## src/core/blbsd_pkg.sv

```systemverilog
// Package with constants for the byte lane bus sizing block.
package blbsd_pkg;
    // ---------------------------------------------
    // Widths and lane codes
    // ---------------------------------------------
    localparam int LANES = 4;
    localparam logic [3:0] LANES_NONE = 4'hf;   // Active low: all negated
    localparam logic [3:0] LANES_ALL  = 4'h0;
    localparam logic [4:0] LINE_BYTES = 5'h10;  // Cache line length in bytes
    localparam logic [4:0] HALF_STEP  = 5'h02;
    localparam logic [4:0] BYTE_STEP  = 5'h01;
    localparam logic [4:0] WORD_STEP  = 5'h04;
    localparam logic [4:0] MAX_FILL_CYCLES = 5'h10;
    localparam logic [1:0] SIZE_FULL  = 2'h0;
    localparam logic [1:0] SIZE_HALF  = 2'h1;
    localparam logic [1:0] SIZE_BYTE  = 2'h2;
    typedef enum logic [1:0] {BLBSD_IDLE, BLBSD_XFER, BLBSD_FILL} blbsd_state_e;
endpackage

```

## src/core/blbsd_lane_order.sv

```systemverilog
// Next byte lane pattern after a part-width acknowledge.
`timescale 1ns/100ps
module blbsd_lane_order
    import blbsd_pkg::*;
(
    input  wire logic [3:0] laneNow,    // Current active-low lane enables
    input  wire logic       halfAck,    // Half-width acknowledge, active high
    input  wire logic       byteAck,    // Byte-width acknowledge, active high
    input  wire logic [3:0] laneMask,   // Bytes still owed, active high
    output logic      [3:0] laneNext,   // Remaining lanes, active low
    output logic            laneDone    // Nothing left
);
    // ---------------------------------------------
    // Lowest owed byte or halfword goes first
    // ---------------------------------------------
    // The present cycle carries only its lowest part; the owed mask keeps the rest
    wire  [3:0] doneNow     = ~laneNow;
    wire  [3:0] lowOne      = doneNow & (~doneNow + 4'h1);
    wire        lowHalfPart = |(doneNow & 4'h3);
    wire  [3:0] halfPart    = lowHalfPart ? (doneNow & 4'h3) : (doneNow & 4'hc);
    wire  [3:0] curSent     = byteAck ? lowOne : halfAck ? halfPart : doneNow;
    wire  [3:0] left        = laneMask & ~curSent;
    assign laneDone = (left == 4'h0);
    assign laneNext = laneDone ? LANES_NONE : ~left;
endmodule

```

## src/core/blbsd_top.sv

```systemverilog
// Processor side bus sizing sequencer driving contiguous byte lane enables.
`timescale 1ns/100ps
module blbsd_top
    import blbsd_pkg::*;
(
    input  wire logic        clock,         // 25 MHz bus clock
    input  wire logic        reset,         // Synchronous, active high
    input  wire logic        reqValid,      // Operand request pulse
    input  wire logic [31:0] reqAddr,       // Operand byte address
    input  wire logic [2:0]  reqLen,        // Operand length 1, 2 or 4
    input  wire logic        reqFill,       // Request is a cache line fill
    input  wire logic        cycleDone,     // Ready for the current cycle
    input  wire logic        halfwidth_port_ack, // Half-width acknowledge, high
    input  wire logic        bytewidth_port_ack, // Byte-width acknowledge, high
    output logic      [3:0]  byte_lane_enables_n, // Active-low lane enables
    output logic      [29:0] wordAddr,      // Physical word address
    output logic             busActive,     // A cycle is on the bus
    output logic             fillFirst,     // First cycle of a line fill
    output logic             reqBusy        // Operand in progress
);
    import blbsd_pkg::*;
    // ---------------------------------------------
    // State
    // ---------------------------------------------
    blbsd_state_e state;
    logic [3:0]  owedHigh;   // Bytes owed in the lower word after the high word, active high
    logic [4:0]  fillCount;
    logic [29:0] baseWord;
    logic        onHigh;
    // ---------------------------------------------
    // Operand decode
    // ---------------------------------------------
    wire  [1:0] offset = reqAddr[1:0];
    wire  [3:0] lenMask = (reqLen == 3'h4) ? 4'hf : (reqLen == 3'h2) ? 4'h3 : 4'h1;
    wire  [7:0] spanMask = {4'h0, lenMask} << offset;
    wire        crosses = |spanMask[7:4];
    wire  [3:0] lowPart = spanMask[3:0];
    wire  [3:0] highPart = spanMask[7:4];
    wire        narrow = halfwidth_port_ack | bytewidth_port_ack;
    // ---------------------------------------------
    // Narrow split within one physical word
    // ---------------------------------------------
    wire  [3:0] laneNext;
    wire        laneDone;
    blbsd_lane_order order (
        .laneNow  (byte_lane_enables_n),
        .halfAck  (halfwidth_port_ack),
        .byteAck  (bytewidth_port_ack),
        .laneMask (~byte_lane_enables_n),
        .laneNext (laneNext),
        .laneDone (laneDone)
    );
    wire        splitMore = narrow && !laneDone;
    // ---------------------------------------------
    // Line fill walk
    // ---------------------------------------------
    // A byte count, not a cycle count, moves the fill on, so one adder serves
    // all three port widths. Every later cycle enables the bytes still owed in
    // its word: a narrow port takes the lowest of them, which is the same
    // pattern that a plain split of that word would show.
    wire  [4:0] fillStep = bytewidth_port_ack ? BYTE_STEP
                         : halfwidth_port_ack ? HALF_STEP : WORD_STEP;
    wire  [4:0] fillNextCount = fillCount + fillStep;
    wire        fillOver = fillNextCount >= LINE_BYTES;
    wire  [1:0] fillLane = fillNextCount[1:0];
    wire  [3:0] fillLanes = bytewidth_port_ack ? ~(4'hf << fillLane)
                          : halfwidth_port_ack ? (fillLane[1] ? 4'h3 : LANES_ALL)
                          : LANES_ALL;
    // ---------------------------------------------
    // Sequencer
    // ---------------------------------------------
    always_ff @(posedge clock) begin
        if (reset) begin
            state <= BLBSD_IDLE;
            byte_lane_enables_n <= LANES_NONE;
            wordAddr <= 30'h0;
            baseWord <= 30'h0;
            owedHigh <= 4'h0;
            fillCount <= 5'h0;
            onHigh <= 1'b0;
            busActive <= 1'b0;
            fillFirst <= 1'b0;
            reqBusy <= 1'b0;
        end else begin
            case (state)
                BLBSD_IDLE: begin
                    if (reqValid) begin
                        busActive <= 1'b1;
                        reqBusy <= 1'b1;
                        baseWord <= reqAddr[31:2];
                        if (reqFill) begin
                            // A fill opens on the first word of its line with
                            // every lane on; the port may answer at any width
                            state <= BLBSD_FILL;
                            fillCount <= 5'h0;
                            fillFirst <= 1'b1;
                            wordAddr <= {reqAddr[31:4], 2'h0};
                            byte_lane_enables_n <= LANES_ALL;
                        end else if (crosses) begin
                            // High word goes first, whatever the port width
                            state <= BLBSD_XFER;
                            onHigh <= 1'b1;
                            owedHigh <= lowPart;
                            wordAddr <= reqAddr[31:2] + 30'h1;
                            byte_lane_enables_n <= ~highPart;
                        end else begin
                            state <= BLBSD_XFER;
                            onHigh <= 1'b0;
                            owedHigh <= 4'h0;
                            wordAddr <= reqAddr[31:2];
                            byte_lane_enables_n <= ~lowPart;
                        end
                    end
                end
                BLBSD_XFER: begin
                    if (cycleDone) begin
                        // A narrow answer finishes this word before the other one
                        if (splitMore) begin
                            byte_lane_enables_n <= laneNext;
                        end else if (onHigh) begin
                            onHigh <= 1'b0;
                            wordAddr <= baseWord;
                            byte_lane_enables_n <= ~owedHigh;
                        end else begin
                            state <= BLBSD_IDLE;
                            busActive <= 1'b0;
                            reqBusy <= 1'b0;
                            byte_lane_enables_n <= LANES_NONE;
                        end
                    end
                end
                BLBSD_FILL: begin
                    if (cycleDone) begin
                        // Only the first answer of a fill is marked, whatever its width
                        fillFirst <= 1'b0;
                        if (fillOver) begin
                            state <= BLBSD_IDLE;
                            busActive <= 1'b0;
                            reqBusy <= 1'b0;
                            byte_lane_enables_n <= LANES_NONE;
                        end else begin
                            fillCount <= fillNextCount;
                            wordAddr <= {wordAddr[29:2], fillNextCount[3:2]};
                            byte_lane_enables_n <= fillLanes;
                        end
                    end
                end
                default: state <= BLBSD_IDLE;
            endcase
        end
    end
    // ---------------------------------------------
    // Checks
    // ---------------------------------------------
    // Adding the lowest active lane to a contiguous run clears the run;
    // a gap leaves a stray bit behind. The carry out of lane 3 is meant to drop.
    wire  [3:0] actLanes   = ~byte_lane_enables_n;
    wire  [3:0] lowestLane = actLanes & (~actLanes + 4'h1);
    wire  [3:0] runCleared = actLanes + lowestLane;
    wire        contiguous = (runCleared & actLanes) == 4'h0;
    lanes_contig_a: assert property (@(posedge clock) disable iff (reset)
        busActive |-> contiguous)
        else $error("gapped lane enables");
    fill_bound_a: assert property (@(posedge clock) disable iff (reset)
        state == BLBSD_FILL |-> fillCount < MAX_FILL_CYCLES)
        else $error("fill too long");
    // A crossing operand opens on the word above the one it starts in
    cross_order_a: assert property (@(posedge clock) disable iff (reset)
        (state == BLBSD_IDLE && reqValid && !reqFill && crosses) |=> onHigh)
        else $error("high word not first");
    idle_lanes_a: assert property (@(posedge clock) disable iff (reset)
        !busActive |-> byte_lane_enables_n == LANES_NONE)
        else $error("lanes enabled with no cycle on the bus");
    // A split cycle may only drop lanes, and the lowest one goes first
    split_low_first_a: assert property (@(posedge clock) disable iff (reset)
        (state == BLBSD_XFER && cycleDone && splitMore) |=>
        ((actLanes & ~$past(actLanes)) == 4'h0) && ((actLanes & $past(lowestLane)) == 4'h0))
        else $error("narrow split did not move the lowest part first");
    // After a half split only the upper half can still be owed
    half_split_a: assert property (@(posedge clock) disable iff (reset)
        (state == BLBSD_XFER && cycleDone && halfwidth_port_ack && splitMore) |=>
        byte_lane_enables_n[1:0] == 2'h3)
        else $error("half split left a low lane enabled");
    byte_split_a: assert property (@(posedge clock) disable iff (reset)
        (state == BLBSD_XFER && cycleDone && bytewidth_port_ack && splitMore) |=>
        actLanes == ($past(actLanes) & ~$past(lowestLane)))
        else $error("byte split did not drop exactly one lane");
    // The last answer of an operand returns the bus to idle at once
    xfer_end_a: assert property (@(posedge clock) disable iff (reset)
        (state == BLBSD_XFER && cycleDone && !splitMore && !onHigh) |=>
        !reqBusy && !busActive && byte_lane_enables_n == LANES_NONE)
        else $error("operand did not end after its last cycle");
    fill_start_a: assert property (@(posedge clock) disable iff (reset)
        fillFirst |-> byte_lane_enables_n == LANES_ALL && wordAddr[1:0] == 2'h0)
        else $error("line fill did not open on the first word");
    // The whole fill stays inside one line
    fill_line_a: assert property (@(posedge clock) disable iff (reset)
        state == BLBSD_FILL |-> wordAddr[29:2] == baseWord[29:2])
        else $error("line fill left its line");
    fill_end_a: assert property (@(posedge clock) disable iff (reset)
        (state == BLBSD_FILL && cycleDone && fillOver) |=> !reqBusy && !fillFirst)
        else $error("line fill ran past its last byte");
endmodule

```

## config.mk

```make
export PLATFORM = sky130hd
export DESIGN_NAME = blbsd_top
export DESIGN_NICKNAME = d
export VERILOG_FILES = /design/src/core/blbsd_pkg.sv /design/src/core/blbsd_lane_order.sv /design/src/core/blbsd_top.sv
export SDC_FILE = /design/constraint.sdc
export NUM_CORES = 1
export LEC_CHECK = 0
export ABC_CLOCK_PERIOD_IN_PS = 6000
export BUFFER_PORTS_ARGS = -buffer_cell sky130_fd_sc_hd__buf_2
export CORE_ASPECT_RATIO = 0.5
export CORE_MARGIN = 4
export CORE_UTILIZATION = 62
export CTS_CLUSTER_DIAMETER = 150
export CTS_CLUSTER_SIZE = 10
export DETAILED_ROUTE_END_ITERATION = 12
export GPL_TIMING_DRIVEN = 1
export PLACE_DENSITY = 0.82
export SLEW_MARGIN = 15
export SYNTH_ARGS = -nofsm -noshare
export SYNTH_HDL_FRONTEND = slang
export SYNTH_HIERARCHICAL = 1
export SYNTH_SLANG_ARGS = --single-unit
```

## constraint.sdc

```tcl
create_clock -name clock -period 6 [get_ports clock]
set_input_delay 0.3 -clock clock [delete_from_list [all_inputs] [get_ports clock]]
set_output_delay 0.3 -clock clock [all_outputs]
set_load 0.02 [all_outputs]
```

==> summary.txt, run 1 <==
Status
  • Status: finished, final reports clean

Logic synthesis
  • Synth Instances: 648
  • Post-synth EDFFs: 0
  • Area contributors post-synth: dfxtp_1 (32%), nand2_1 (9.1%), a21oi_1 (7.3%)
  • Dominant synthesized flop cell: dfxtp_1
  • Yosys cell types: 78
  • Synthesized area: 4870 sq um
  • Synthesis Warnings: 6
  • Area leader, netlist: dfxtp_1
  • Top-area cell type share of the netlist area: 32.1%
  • Sequential share of the synthesized area: 32.1%
  • Post-synth ARST share: 0%
  • #FFs+latches synth: 78
  • Synthesized area per cell: 7.52 sq um
  • Net Count, Synth: 699

Die
  • Die area: 9420 sq um
  • Die X: 133 um
  • Initial Utilization: 65.1%
  • Die Height: 70.7 um
  • Core area: 7490 sq um
  • # rows: 22
  • # IOs: 79

GRT
  • Largest net degree at the start of global routing: 65
  • GR Overflow Total: 0
  • First-pass GRT wire length: 23900 um
  • Global Route Usage Sum: 30.8%
  • Vias in the first global route: 4841
  • Initial antenna violation count: 0

Clock tree
  • Clk pin slew, worst setup/hold paths: 0.06 ns
  • Root buffer cell: clkbuf_16
  • Post-CTS resize count: 0
  • CTS Sinks: 78
  • Clk_lat worst skew: 0.34 ns
  • Clock Tree Buf Depth: 2
  • Hold Buf Count CTS: 0
  • H-tree Lvls: 3
  • Setup Buffers After CTS: 0
  • CTS tree: done
  • Num CTS Buffers: 9

Pwr
  • Peak VDD IR: 239 uV
  • Sw Ratio: 43.5%
  • Seq pwr share: 32.3%
  • LEAKAGE: 2.07 nW
  • Internal Pwr Total: 0.00131 W
  • Power Density: 420 nW/um^2
  • Switch Pwr: 0.00101 W
  • Total power: 0.00231 W
  • Comb pwr share: 45.3%
  • Clk pwr share: 22.4%

Route
  • Iteration-0 DRC Markers: 631
  • DRC viols: 0
  • Vias per cell: 6.52
  • Vias: 5227
  • Final WL: 14800 um
  • Post-route ant nets: 0
  • Wirelength per Cell: 18.4 um
  • First drt pass iteration count: 6

Critical path
  • Crit start category: flip-flop
  • Crit-path slowest cell: nor4_4
  • Delay-heaviest family, CP: simple AND/OR/NAND/NOR gates
  • Crit-path max cell delay: 0.87 ns
  • WP buf/inv: 1
  • Arr. time, crit path: 4.10 ns
  • Critical path peak fanout: 27
  • Crit end category: flip-flop
  • Cells along the critical path: inv_1 > ha_1 > nor2_1 > nor4_4 > nand2_1 > a221oi_1 > a211oi_1
  • WP data required: 6.19 ns
  • Crit Path Class: flip-flop to flip-flop

STA
  • Final setup viols: 0
  • Skew final: 0.00408 ns
  • RSZ-0062 raised after global routing: false
  • Tmin final: 3.90 ns
  • Setup TNS: 0 ns
  • Peak Freq: 256 MHz
  • Fin. max-slew vios: 0
  • Fin. Hold Viols: 0
  • Period Utilization, post-route: 65.1%
  • Slew HR: 26.8%
  • Least-Margin Pin Slew: 1.10 ns

Cells and area
  • Layout Area Growth over Synthesis: 12.9%
  • Number of diodes: 0
  • Share of cells above drive strength 1: 16.0%
  • Fin util: 73.4%
  • Fin nets: 742

Flow run
  • Max capacitance violation total: 0

Placement
  • Routability Congestion: 0.939
  • Post-DP HPWL: 9680 um
  • Buffers on Ports: 78

Hold path
  • Hold WC Path Type: input pin to flip-flop
==> through the flow <==
stage | cells | instance area, sq um | setup WS [ns] | hold WS (ns)
3_3_place_gp | 788 | 5220 | 2.35 | 0.443
3_5_place_dp | 788 | 5220 | 2.25 | 0.448
6_report | 802 | 5500 | 2.10 | 0.227
4_1_cts | 802 | 5500 | 2.25 | 0.224
2_1_floorplan | 648 | 4870 | 3.58 | 0.436
5_1_grt | 802 | 5500 | 1.86 | 0.248
==> registers in the layout, summed over array words and instances (netlist names) <==
name	flops
baseWord	30
owedHigh	4
fillFirst	1
fillCount	5
reqBusy	1
onHigh	1
state	2
wordAddr	30
byte_lane_enables_n	4
==> cell type report <==
class | count | area (sq um)
clock buffers | 13 | 270
clock inverters | 1 | 5.00
fillers | 620 | 1990
inverters | 16 | 60.1
multi-input cells | 503 | 3040
flip-flops and latches | 78 | 1560
well taps | 108 | 135
repair buffers | 83 | 428
==> cell usage in the layout (no fill, tap or decap), types with 4 or more instances in the layout <==
| master | count |
|---|---|
| nor4_1 | 7 |
| a211o_1 | 7 |
| a32oi_1 | 4 |
| ha_1 | 8 |
| nand2_1 | 118 |
| o311ai_0 | 6 |
| buf_4 | 5 |
| nand2b_1 | 4 |
| a311o_1 | 5 |
| a211oi_1 | 12 |
| a31oi_1 | 9 |
| a311oi_1 | 5 |
| o21ai_0 | 21 |
| and2_1 | 4 |
| o211ai_1 | 9 |
| nand3_1 | 19 |
| o211a_1 | 4 |
| dfxtp_1 | 78 |
| nand4_1 | 7 |
| o31a_1 | 4 |
| o21a_1 | 4 |
| or4_1 | 4 |
| o2111ai_1 | 4 |
| xnor2_1 | 9 |
| nor2b_1 | 7 |
| nor3_1 | 26 |
| clkbuf_16 | 9 |
| nand4b_1 | 12 |
| mux2i_1 | 6 |
| and3_1 | 6 |
| a21oi_1 | 71 |
| buf_2 | 78 |
| and4_1 | 4 |
| nor2_1 | 38 |
| inv_1 | 15 |
==> cell families after synthesis <==
| kind of cell | Yosys count | synth area share [%] |
|---|---|---|
| mux | 6 | 1.23 |
| simple gates | 281 | 29.6 |
| fa+ha+maj | 9 | 2.47 |
| xor+xnor | 10 | 1.80 |
| flops | 78 | 32.1 |
| compound gates | 197 | 27.3 |
| buf+inv | 67 | 5.57 |
==> per-layer routing <==
metal  wire length, um  part of all wire (%)  track usage [%]
met4               213                   1.4             7.98
met3              1480                    10             7.60
met1              6530                    44             43.1
met2              6540                    44             48.0
met5                 0                     0                0
==> worst reg2reg max path, stage by stage, from the launching register on <==
cell	delay, ns
dfxtp_1	0.33
inv_1	0.08
ha_1	0.84
nor2_1	0.25
nor4_4	0.88
nand2_1	0.76
a221oi_1	0.48
a211oi_1	0.12
==> cells in the mapped netlist (3+ instances only) <==
master       n
a211oi_1    12
or3_1        3
a211o_1      7
nand2b_1     4
nand4b_1    12
o211ai_1     9
and3_1       6
a311oi_1     5
nor3b_1      3
nor2_1      38
o21a_1       4
o2111ai_1    4
o211a_1      4
o311ai_0     6
nand4_1      7
nor3_1      26
inv_1       15
buf_1        7
a32oi_1      4
o22ai_1      3
buf_4        3
nor2b_1      7
clkbuf_1    34
buf_2        7
or4_1        4
and4_1       4
a21o_1       3
nand2_1    118
dfxtp_1     78
ha_1         8
xnor2_1      9
nand3_1     19
and2_1       4
o21ai_1      3
nor4_1       7
a21oi_1     71
a31oi_1      9
o21ai_0     21
mux2i_1      6
o31a_1       4
a311o_1      5
==> power groups by stage <==
stage          clock [W]  sequential [W]  combinational (W)
2_1_floorplan          0        0.000853           0.000625
3_5_place_dp           0        0.000752            0.00102
5_1_grt         0.000543        0.000760            0.00113
4_1_cts         0.000518        0.000743            0.00103
3_3_place_gp           0        0.000753            0.00100
6_report        0.000517        0.000747            0.00105
==> worst paths after layout <==
check | startpoint | endpoint | slack, ns | depth (start not counted)
worst max-delay path | state[1] | wordAddr[17] | 2.10 | 7
worst min-delay path | reqAddr[31] | baseWord[29] | 0.23 | 3
worst max register to register | state[1] | wordAddr[17] | 2.10 | 7
worst min register to register | baseWord[26] | baseWord[26] | 0.46 | 2
No activity file was read; power rests on OpenSTA's default activity.
==> inputs of run 2 (changes only) <==
--- a/config.mk
+++ b/config.mk
@@ -5,16 +5,17 @@
 export SDC_FILE = /design/constraint.sdc
 export NUM_CORES = 1
 export LEC_CHECK = 0
-export ABC_CLOCK_PERIOD_IN_PS = 6000
+export ABC_AREA = 1
+export ABC_CLOCK_PERIOD_IN_PS = 3200
 export BUFFER_PORTS_ARGS = -buffer_cell sky130_fd_sc_hd__buf_2
 export CORE_ASPECT_RATIO = 0.5
 export CORE_MARGIN = 4
-export CORE_UTILIZATION = 62
+export CORE_UTILIZATION = 51
 export CTS_CLUSTER_DIAMETER = 150
 export CTS_CLUSTER_SIZE = 10
 export DETAILED_ROUTE_END_ITERATION = 12
 export GPL_TIMING_DRIVEN = 1
-export PLACE_DENSITY = 0.82
+export PLACE_DENSITY = 0.72
 export SLEW_MARGIN = 15
 export SYNTH_ARGS = -nofsm -noshare
 export SYNTH_HDL_FRONTEND = slang
==> constraint.sdc (replaced) <==
create_clock -name clock -period 3.2 [get_ports clock]
set_input_delay 0.16 -clock clock [delete_from_list [all_inputs] [get_ports clock]]
set_output_delay 0.16 -clock clock [all_outputs]
set_load 0.02 [all_outputs]
==> run 2 against run 1 <==
  * Clock power up 110%
  * Register-to-register slack lost 1.2 ns
  * Synthesized cell count grew 12%
  * Combinational power rose by 85%
  * Die area grew 15%
  * Core utilization fell by 12 points
  * Critical path depth grew 8
==> summary.txt, run 2 <==
Status
  • Status: finished, final reports clean

Cells and area
  • Layout Area Growth over Synthesis: 15.6%
  • Most frequent cells in the layout: nand2_1 (144), a21oi_1 (98), o21ai_0 (83), inv_1 (80)
  • Largest regs: baseWord: 30 flops, wordAddr: 30 flops, fillCount: 5 flops
  • Fin util: 61.2% (-12 points)
  • Cell area after layout: 5390 sq um (-2.0%)
  • Area used by multi-input combinational logic: 2610 sq um (-14%)
  • Share of cells above drive strength 1: 16.6% (+0.65 points)
  • Fin nets: 839 (+13%)
  • Number of diodes: 0 (unchanged)
  • Fill count: 871 (+40%)
  • Commonest non-fill, non-tap cell in the layout: nand2_1
  • Register area: 1560 sq um (unchanged)

Logic synthesis
  • Dominant synthesized flop cell: dfxtp_1
  • Top-area cell type share of the netlist area: 33.5% (+1.4 points)
  • Post-synth EDFFs: 0 (unchanged)
  • Sequential share of the synthesized area: 33.5% (+1.4 points)
  • #FFs+latches synth: 78 (unchanged)
  • Synth Instances: 726 (+12%)
  • Synthesis Warnings: 6 (unchanged)
  • Area leader, netlist: dfxtp_1
  • Area contributors post-synth: dfxtp_1 (33%), nand2_1 (12%), a21oi_1 (11%)
  • Commonest cells in the netlist: nand2_1 (144), a21oi_1 (98), o21ai_0 (83), inv_1 (80), dfxtp_1 (78)
  • Post-synth ARST share: 0% (unchanged)
  • Net Count, Synth: 777 (+11%)
  • Yosys cell types: 34 (-56%)
  • Top-count cell post-synth: nand2_1
  • Synthesized area: 4660 sq um (-4.3%)
  • Synthesized area per cell: 6.42 sq um (-15%)

STA
  • Peak Freq: 432 MHz (+69%)
  • Fin. max-slew vios: 0 (unchanged)
  • Final setup viols: 0 (unchanged)
  • Hold slack: 0.0938 ns (-0.133 ns)
  • Fin. Hold Viols: 0 (unchanged)
  • Setup TNS: 0 ns (unchanged)
  • Final setup margin: 0.885 ns (-1.21 ns)
  • Slew HR: 61.1% (+34 points)
  • Period Utilization, post-route: 72.3% (+7.3 points)
  • RSZ-0062 raised after global routing: false
  • Least-Margin Pin Slew: 0.584 ns (-0.513 ns)
  • Tmin final: 2.32 ns (-1.59 ns)
  • Skew final: 0.00626 ns (+0.00219 ns)

Pwr
  • Peak VDD IR: 477 uV (+99%)
  • LEAKAGE: 2.55 nW (+23%)
  • Power Density: 850 nW/um^2 (+100%)

Clock tree
  • Clk_lat worst skew: 0.34 ns (about the same)
  • Post-CTS resize count: 0 (unchanged)
  • CTS Sinks: 78 (unchanged)
  • Num CTS Buffers: 9 (unchanged)
  • Clk pin slew, worst setup/hold paths: 0.06 ns (about the same)
  • Setup Buffers After CTS: 0 (unchanged)
  • CTS tree: done
  • H-tree Lvls: 3 (unchanged)
  • Root buffer cell: clkbuf_16
  • Clock Tree Buf Depth: 2 (unchanged)
  • Hold Buf Count CTS: 0 (unchanged)

Route
  • Vias: 4933 (-5.6%)
  • Wirelength per Cell: 14.0 um (-24%)
  • Final WL: 12800 um (-14%)
  • DRC viols: 0 (unchanged)
  • Vias per cell: 5.42 (-17%)
  • Post-route ant nets: 0 (unchanged)
  • Iteration-0 DRC Markers: 374 (-41%)
  • First drt pass iteration count: 5 (-1)

Critical path
  • Crit start category: flip-flop
  • Reg2reg start: byte_lane_enables_n[0]
  • Crit Path Class: flip-flop to flip-flop
  • Setup crit start: byte_lane_enables_n[0]
  • Critical path peak fanout: 29 (+7.4%)
  • Crit-path slowest cell: dfxtp_1
  • Crit-path max cell delay: 0.43 ns (-0.44 ns)
  • Arr. time, crit path: 2.58 ns (-1.52 ns)
  • Cells along the critical path: nand2_1 > o21ai_2 > nand2_1 > nand2_2 > nand2_2 > nor2_2 > nor2_2 > nor2_2 > inv_1 > nand2_1 > nand3_1 > buf_4 > inv_2 > o21ai_0 > a21oi_1
  • WP data required: 3.47 ns (-2.72 ns)
  • Crit end category: flip-flop

Die
  • # rows: 24 (+9.1%)
  • Die Height: 75.6 um (+7.0%)
  • Die area: 10800 sq um (+15%)
  • Die X: 143 um (+7.4%)
  • # IOs: 79 (unchanged)
  • Core area: 8800 sq um (+18%)
  • Initial Utilization: 53.0% (-12 points)

Hold path
  • Min-delay src: reqAddr[31]
  • Hold WC Path Type: input pin to flip-flop

Placement
  • Post-DP Area: 5060 sq um (-3.0%)
  • Worst slack, placed: 0.917 ns (-1.34 ns)
  • Buffers on Ports: 78 (unchanged)
  • Routability Congestion: 0.893 (-4.9%)
  • Post-DP HPWL: 9250 um (-4.4%)

GRT
  • Largest net degree at the start of global routing: 68 (+4.6%)
  • Initial antenna violation count: 0 (unchanged)
  • Vias in the first global route: 4436 (-8.4%)
  • Global Route Usage Sum: 24.2% (-6.5 points)
  • GR Overflow Total: 0 (unchanged)
  • First-pass GRT wire length: 21100 um (-12%)

Flow run
  • Max capacitance violation total: 0 (unchanged)
run 2: cell type report:
class	instances	area share, %
well taps	117	2.72
clock inverters	6	1.58
repair buffers	82	7.80
clock buffers	10	4.44
multi-input cells	530	48.4
flip-flops and latches	78	29.0
inverters	87	6.06
run 2: report_power, final:
group	switching, W	leakage, nW	internal (W)
Combinational	0.00133	1.76	0.000615
Sequential	0.000196	0.644	0.00133
Clock	0.000411	0.154	0.000701
run 2: stage by stage:
step / power (W) / instances
after floorplan: 0.00295 / 726
after global placement: 0.00344 / 894
after detailed placement: 0.00348 / 894
after CTS: 0.00460 / 910
after global routing: 0.00492 / 910
final: 0.00458 / 910
run 2: critical path: cells and delay by family (launching register included):
| kind | cells | cell delay, ns |
|---|---|---|
| AND/OR/NAND/NOR | 9 | 0.71 |
| buffers and inverters | 3 | 0.70 |
| flip-flops | 1 | 0.43 |
| AO/OA/AOI/OAI | 3 | 0.38 |
run 2: logic make-up (layout without fill, tap and decap cells):
kind of cell | Yosys count | in the layout | synth area share (%)
AOI/OAI and AO/OA | 201 | 201 | 22.6
adders and majority gates | 9 | 9 | 2.58
buffers and inverters | 118 | 185 | 10.5
DFF | 78 | 78 | 33.5
and+or+nand+nor | 320 | 320 | 30.8
run 2: path summary, 6_finish.rpt:
check | endpoint | slack, ns | cells after the start
worst min-delay path | baseWord[29] | 0.09 | 3
worst min register to register | owedHigh[0] | 0.45 | 2
worst max-delay path | wordAddr[6] | 0.88 | 15
worst max register to register | wordAddr[6] | 0.88 | 15
run 2: per-layer routing:
layer | share of wire, % | global-route usage (%) | vias to the layer above
li1 | - | - | 2539
met1 | 48 | 32.5 | 2238
met2 | 45 | 41.1 | 143
met3 | 6.4 | 5.14 | 13
met4 | 0.97 | 5.32 | 0
met5 | 0 | 0 | -
==> inputs of run 3 (changes only) <==
--- a/config.mk
+++ b/config.mk
@@ -6,7 +6,7 @@
 export NUM_CORES = 1
 export LEC_CHECK = 0
 export ABC_AREA = 1
-export ABC_CLOCK_PERIOD_IN_PS = 3200
+export ABC_CLOCK_PERIOD_IN_PS = 1900
 export BUFFER_PORTS_ARGS = -buffer_cell sky130_fd_sc_hd__buf_2
 export CORE_ASPECT_RATIO = 0.5
 export CORE_MARGIN = 4
==> constraint.sdc (replaced) <==
create_clock -name clock -period 1.9 [get_ports clock]
set_input_delay 0.095 -clock clock [delete_from_list [all_inputs] [get_ports clock]]
set_output_delay 0.095 -clock clock [all_outputs]
set_load 0.02 [all_outputs]
==> run 3 against run 2 <==
  * Largest power group unchanged
  * Critical path depth shrank 4
  * Final area up 6.4%
  * First-iteration DRC count is 9.6% lower
  * Total power up 84%
  * Die area unchanged
  * Core utilization increased by 3.9 points
  * Clock-buffer cell count increased by 3
  * Highest routed layer unchanged
==> summary.txt, run 3 (synthesis gave the netlist of run 2 again) <==
Pwr
  • Peak VDD IR: 658 uV (+38%)
  • Total power: 0.00842 W (+84%)
  • Sw Ratio: 40.6% (-1.6 points)
  • Power Density: 1470 nW/um^2 (+73%)
  • Switch Pwr: 0.00342 W (+77%)
  • Internal Pwr Total: 0.00500 W (+89%)
  • Comb pwr share: 45.3% (+3.0 points)
  • LEAKAGE: 2.70 nW (+5.7%)
  • Seq pwr share: 30.8% (-2.6 points)
  • Clk pwr share: 23.9% (-0.4 points)

Clock tree
  • CTS tree: done
  • Root buffer cell: clkbuf_16
  • Clk_lat worst skew: 0.34 ns (about the same)
  • Clock Tree Buf Depth: 2 (unchanged)
  • CTS Sinks: 78 (unchanged)
  • H-tree Lvls: 3 (unchanged)
  • Hold Buf Count CTS: 0 (unchanged)
  • Num CTS Buffers: 9 (unchanged)
  • Clk pin slew, worst setup/hold paths: 0.06 ns (about the same)

STA
  • Period Utilization, post-route: 99.7% (+27 points)
  • Peak Freq: 528 MHz (+22%)
  • Tmin final: 1.89 ns (-0.420 ns)
  • Skew final: 0.00659 ns (+0.000328 ns)
  • Slew HR: 66.8% (+5.7 points)
  • RSZ-0062 raised after global routing: true
  • Fin. Hold Viols: 0 (unchanged)
  • Least-Margin Pin Slew: 0.498 ns (-0.0861 ns)
  • Final setup margin: 0.00521 ns (-0.880 ns)
  • Hold slack: 0.0229 ns (-0.0709 ns)
  • Fin. max-slew vios: 0 (unchanged)
  • Final setup viols: 0 (unchanged)

Cells and area
  • Fill count: 843 (-3.2%)
  • Final Non-Filler Cells: 931 (+2.3%)
  • Largest regs: baseWord: 30 flops, wordAddr: 30 flops, fillCount: 5 flops
  • Cell area after layout: 5730 sq um (+6.4%)
  • Layout Area Growth over Synthesis: 23.0%
  • Share of cells above drive strength 1: 21.7% (+5.1 points)
  • Commonest non-fill, non-tap cell in the layout: nand2_1
  • Fin nets: 860 (+2.5%)
  • Number of diodes: 0 (unchanged)
  • Most frequent cells in the layout: nand2_1 (137), a21oi_1 (96), o21ai_0 (81), buf_2 (78), inv_1 (77)

GRT
  • Met3 Use GR: 5.02% (-0.13 points)
  • GR Util met2: 43.9% (+2.9 points)
  • First-pass GRT wire length: 22000 um (+4.6%)
  • Global Route Usage Sum: 25.1% (+0.91 points)
  • Initial antenna violation count: 0 (unchanged)
  • M1 GR Usage: 32.8% (+0.32 points)
  • GRT busiest layer: met2
  • Largest net degree at the start of global routing: 60 (-12%)
  • Vias in the first global route: 4709 (+6.2%)
  • GR Overflow Total: 0 (unchanged)

Placement
  • Post-DP HPWL: 9720 um (+5.2%)
  • Post-DP Area: 5260 sq um (+4.0%)
  • Routability Congestion: 0.916 (+2.6%)
  • Cell count after placement: 914 (+2.2%)
  • Worst slack, placed: -0.0387 ns (-0.955 ns)
  • Buffers on Ports: 78 (unchanged)

Critical path
  • Arr. time, crit path: 2.12 ns (-0.46 ns)
  • Crit end category: flip-flop
  • WP data required: 2.12 ns (-1.35 ns)
  • Crit Path Class: flip-flop to flip-flop
  • Critical path peak fanout: 4 (-86%)
  • Crit start category: flip-flop

Route
  • Final WL: 13400 um (+5.4%)
  • Wirelength per Cell: 14.4 um (+3.0%)
  • Iteration-0 DRC Markers: 338 (-9.6%)
  • Vias per cell: 5.48 (+1.0%)
  • DRC viols: 0 (unchanged)
  • Post-route ant nets: 0 (unchanged)
  • First drt pass iteration count: 5 (unchanged)
  • Vias: 5099 (+3.4%)

Die
  • Die area: 10800 sq um (unchanged)
  • # IOs: 79 (unchanged)
  • Initial Utilization: 53.0% (unchanged)
  • Die X: 143 um (unchanged)
  • # rows: 24 (unchanged)
  • Core area: 8800 sq um (unchanged)
  • Die Height: 75.6 um (unchanged)

Flow run
  • Max capacitance violation total: 0 (unchanged)

Status
  • Status: finished, final reports clean

Hold path
  • Hold WC Path Type: input pin to flip-flop
## run 3: cell count changes in the layout (fill, tap and decap cells not counted), sizes merged
cell	delta
buf	+21
clkbuf	+3
clkinv	-2
clkinvlp	-2
bufinv	+1
## run 3: what timing repair did
action | in CTS | in global routing
resized for setup | 6 | 31
endpoints found under the setup margin | 7 | 44
buffers inserted | 0 | 1
pin swaps | 1 | 10
## run 3: path summary, 6_finish.rpt
check | slack, ns | to | cells after the start | from
max reg2reg | 0.005 | wordAddr[0] | 11 | fillCount[0]
min | 0.02 | baseWord[29] | 3 | reqAddr[31]
min reg2reg | 0.45 | owedHigh[0] | 2 | owedHigh[0]
max | 0.005 | wordAddr[0] | 11 | fillCount[0]
## run 3: final cells by class
type | instances | area (sq um) | area share (%)
Clock buffer | 13 | 260 | 4.54
Tap cell | 117 | 146 | 2.55
Timing Repair Buffer | 103 | 636 | 11.1
Sequential cell | 78 | 1570 | 27.4
Inverter | 87 | 332 | 5.78
Clock inverter | 3 | 90.1 | 1.57
Multi-Input combinational cell | 530 | 2700 | 47.1
## run 3: worst max-delay path, stage by stage (launching register included)
cell and delay, ns:
dfxtp_2 0.34, ha_4 0.13, inv_2 0.04, fa_2 0.37
nor2_2 0.12, o21ai_0 0.08, nand2_1 0.12, nand3_2 0.14
nand3_2 0.13, inv_1 0.05, o21ai_0 0.19, a21oi_1 0.06
## run 3: stage by stage
step           util [%]  TNS (ns)
2_1_floorplan         -         0
3_3_place_gp       59.8         0
3_5_place_dp       59.8    -0.108
4_1_cts            64.1         0
5_1_grt            65.2    -0.338
6_report           65.2         0
## run 3: layer usage
metal / vias to the layer above / wire [um]
li1: 2593 / -
met1: 2360 / 6160
met2: 132 / 6350
met3: 14 / 806
met4: 0 / 138
met5: - / 0
## run 3: power by group through the flow
| stage | Sequential (W) | Combinational (W) | Clock (W) |
|---|---|---|---|
| 6_report | 0.00259 | 0.00381 | 0.00202 |
| 5_1_grt | 0.00266 | 0.00421 | 0.00212 |
| 4_1_cts | 0.00257 | 0.00367 | 0.00204 |
| 3_5_place_dp | 0.00259 | 0.00363 | 0 |
| 3_3_place_gp | 0.00257 | 0.00357 | 0 |
| 2_1_floorplan | 0.00302 | 0.00195 | 0 |
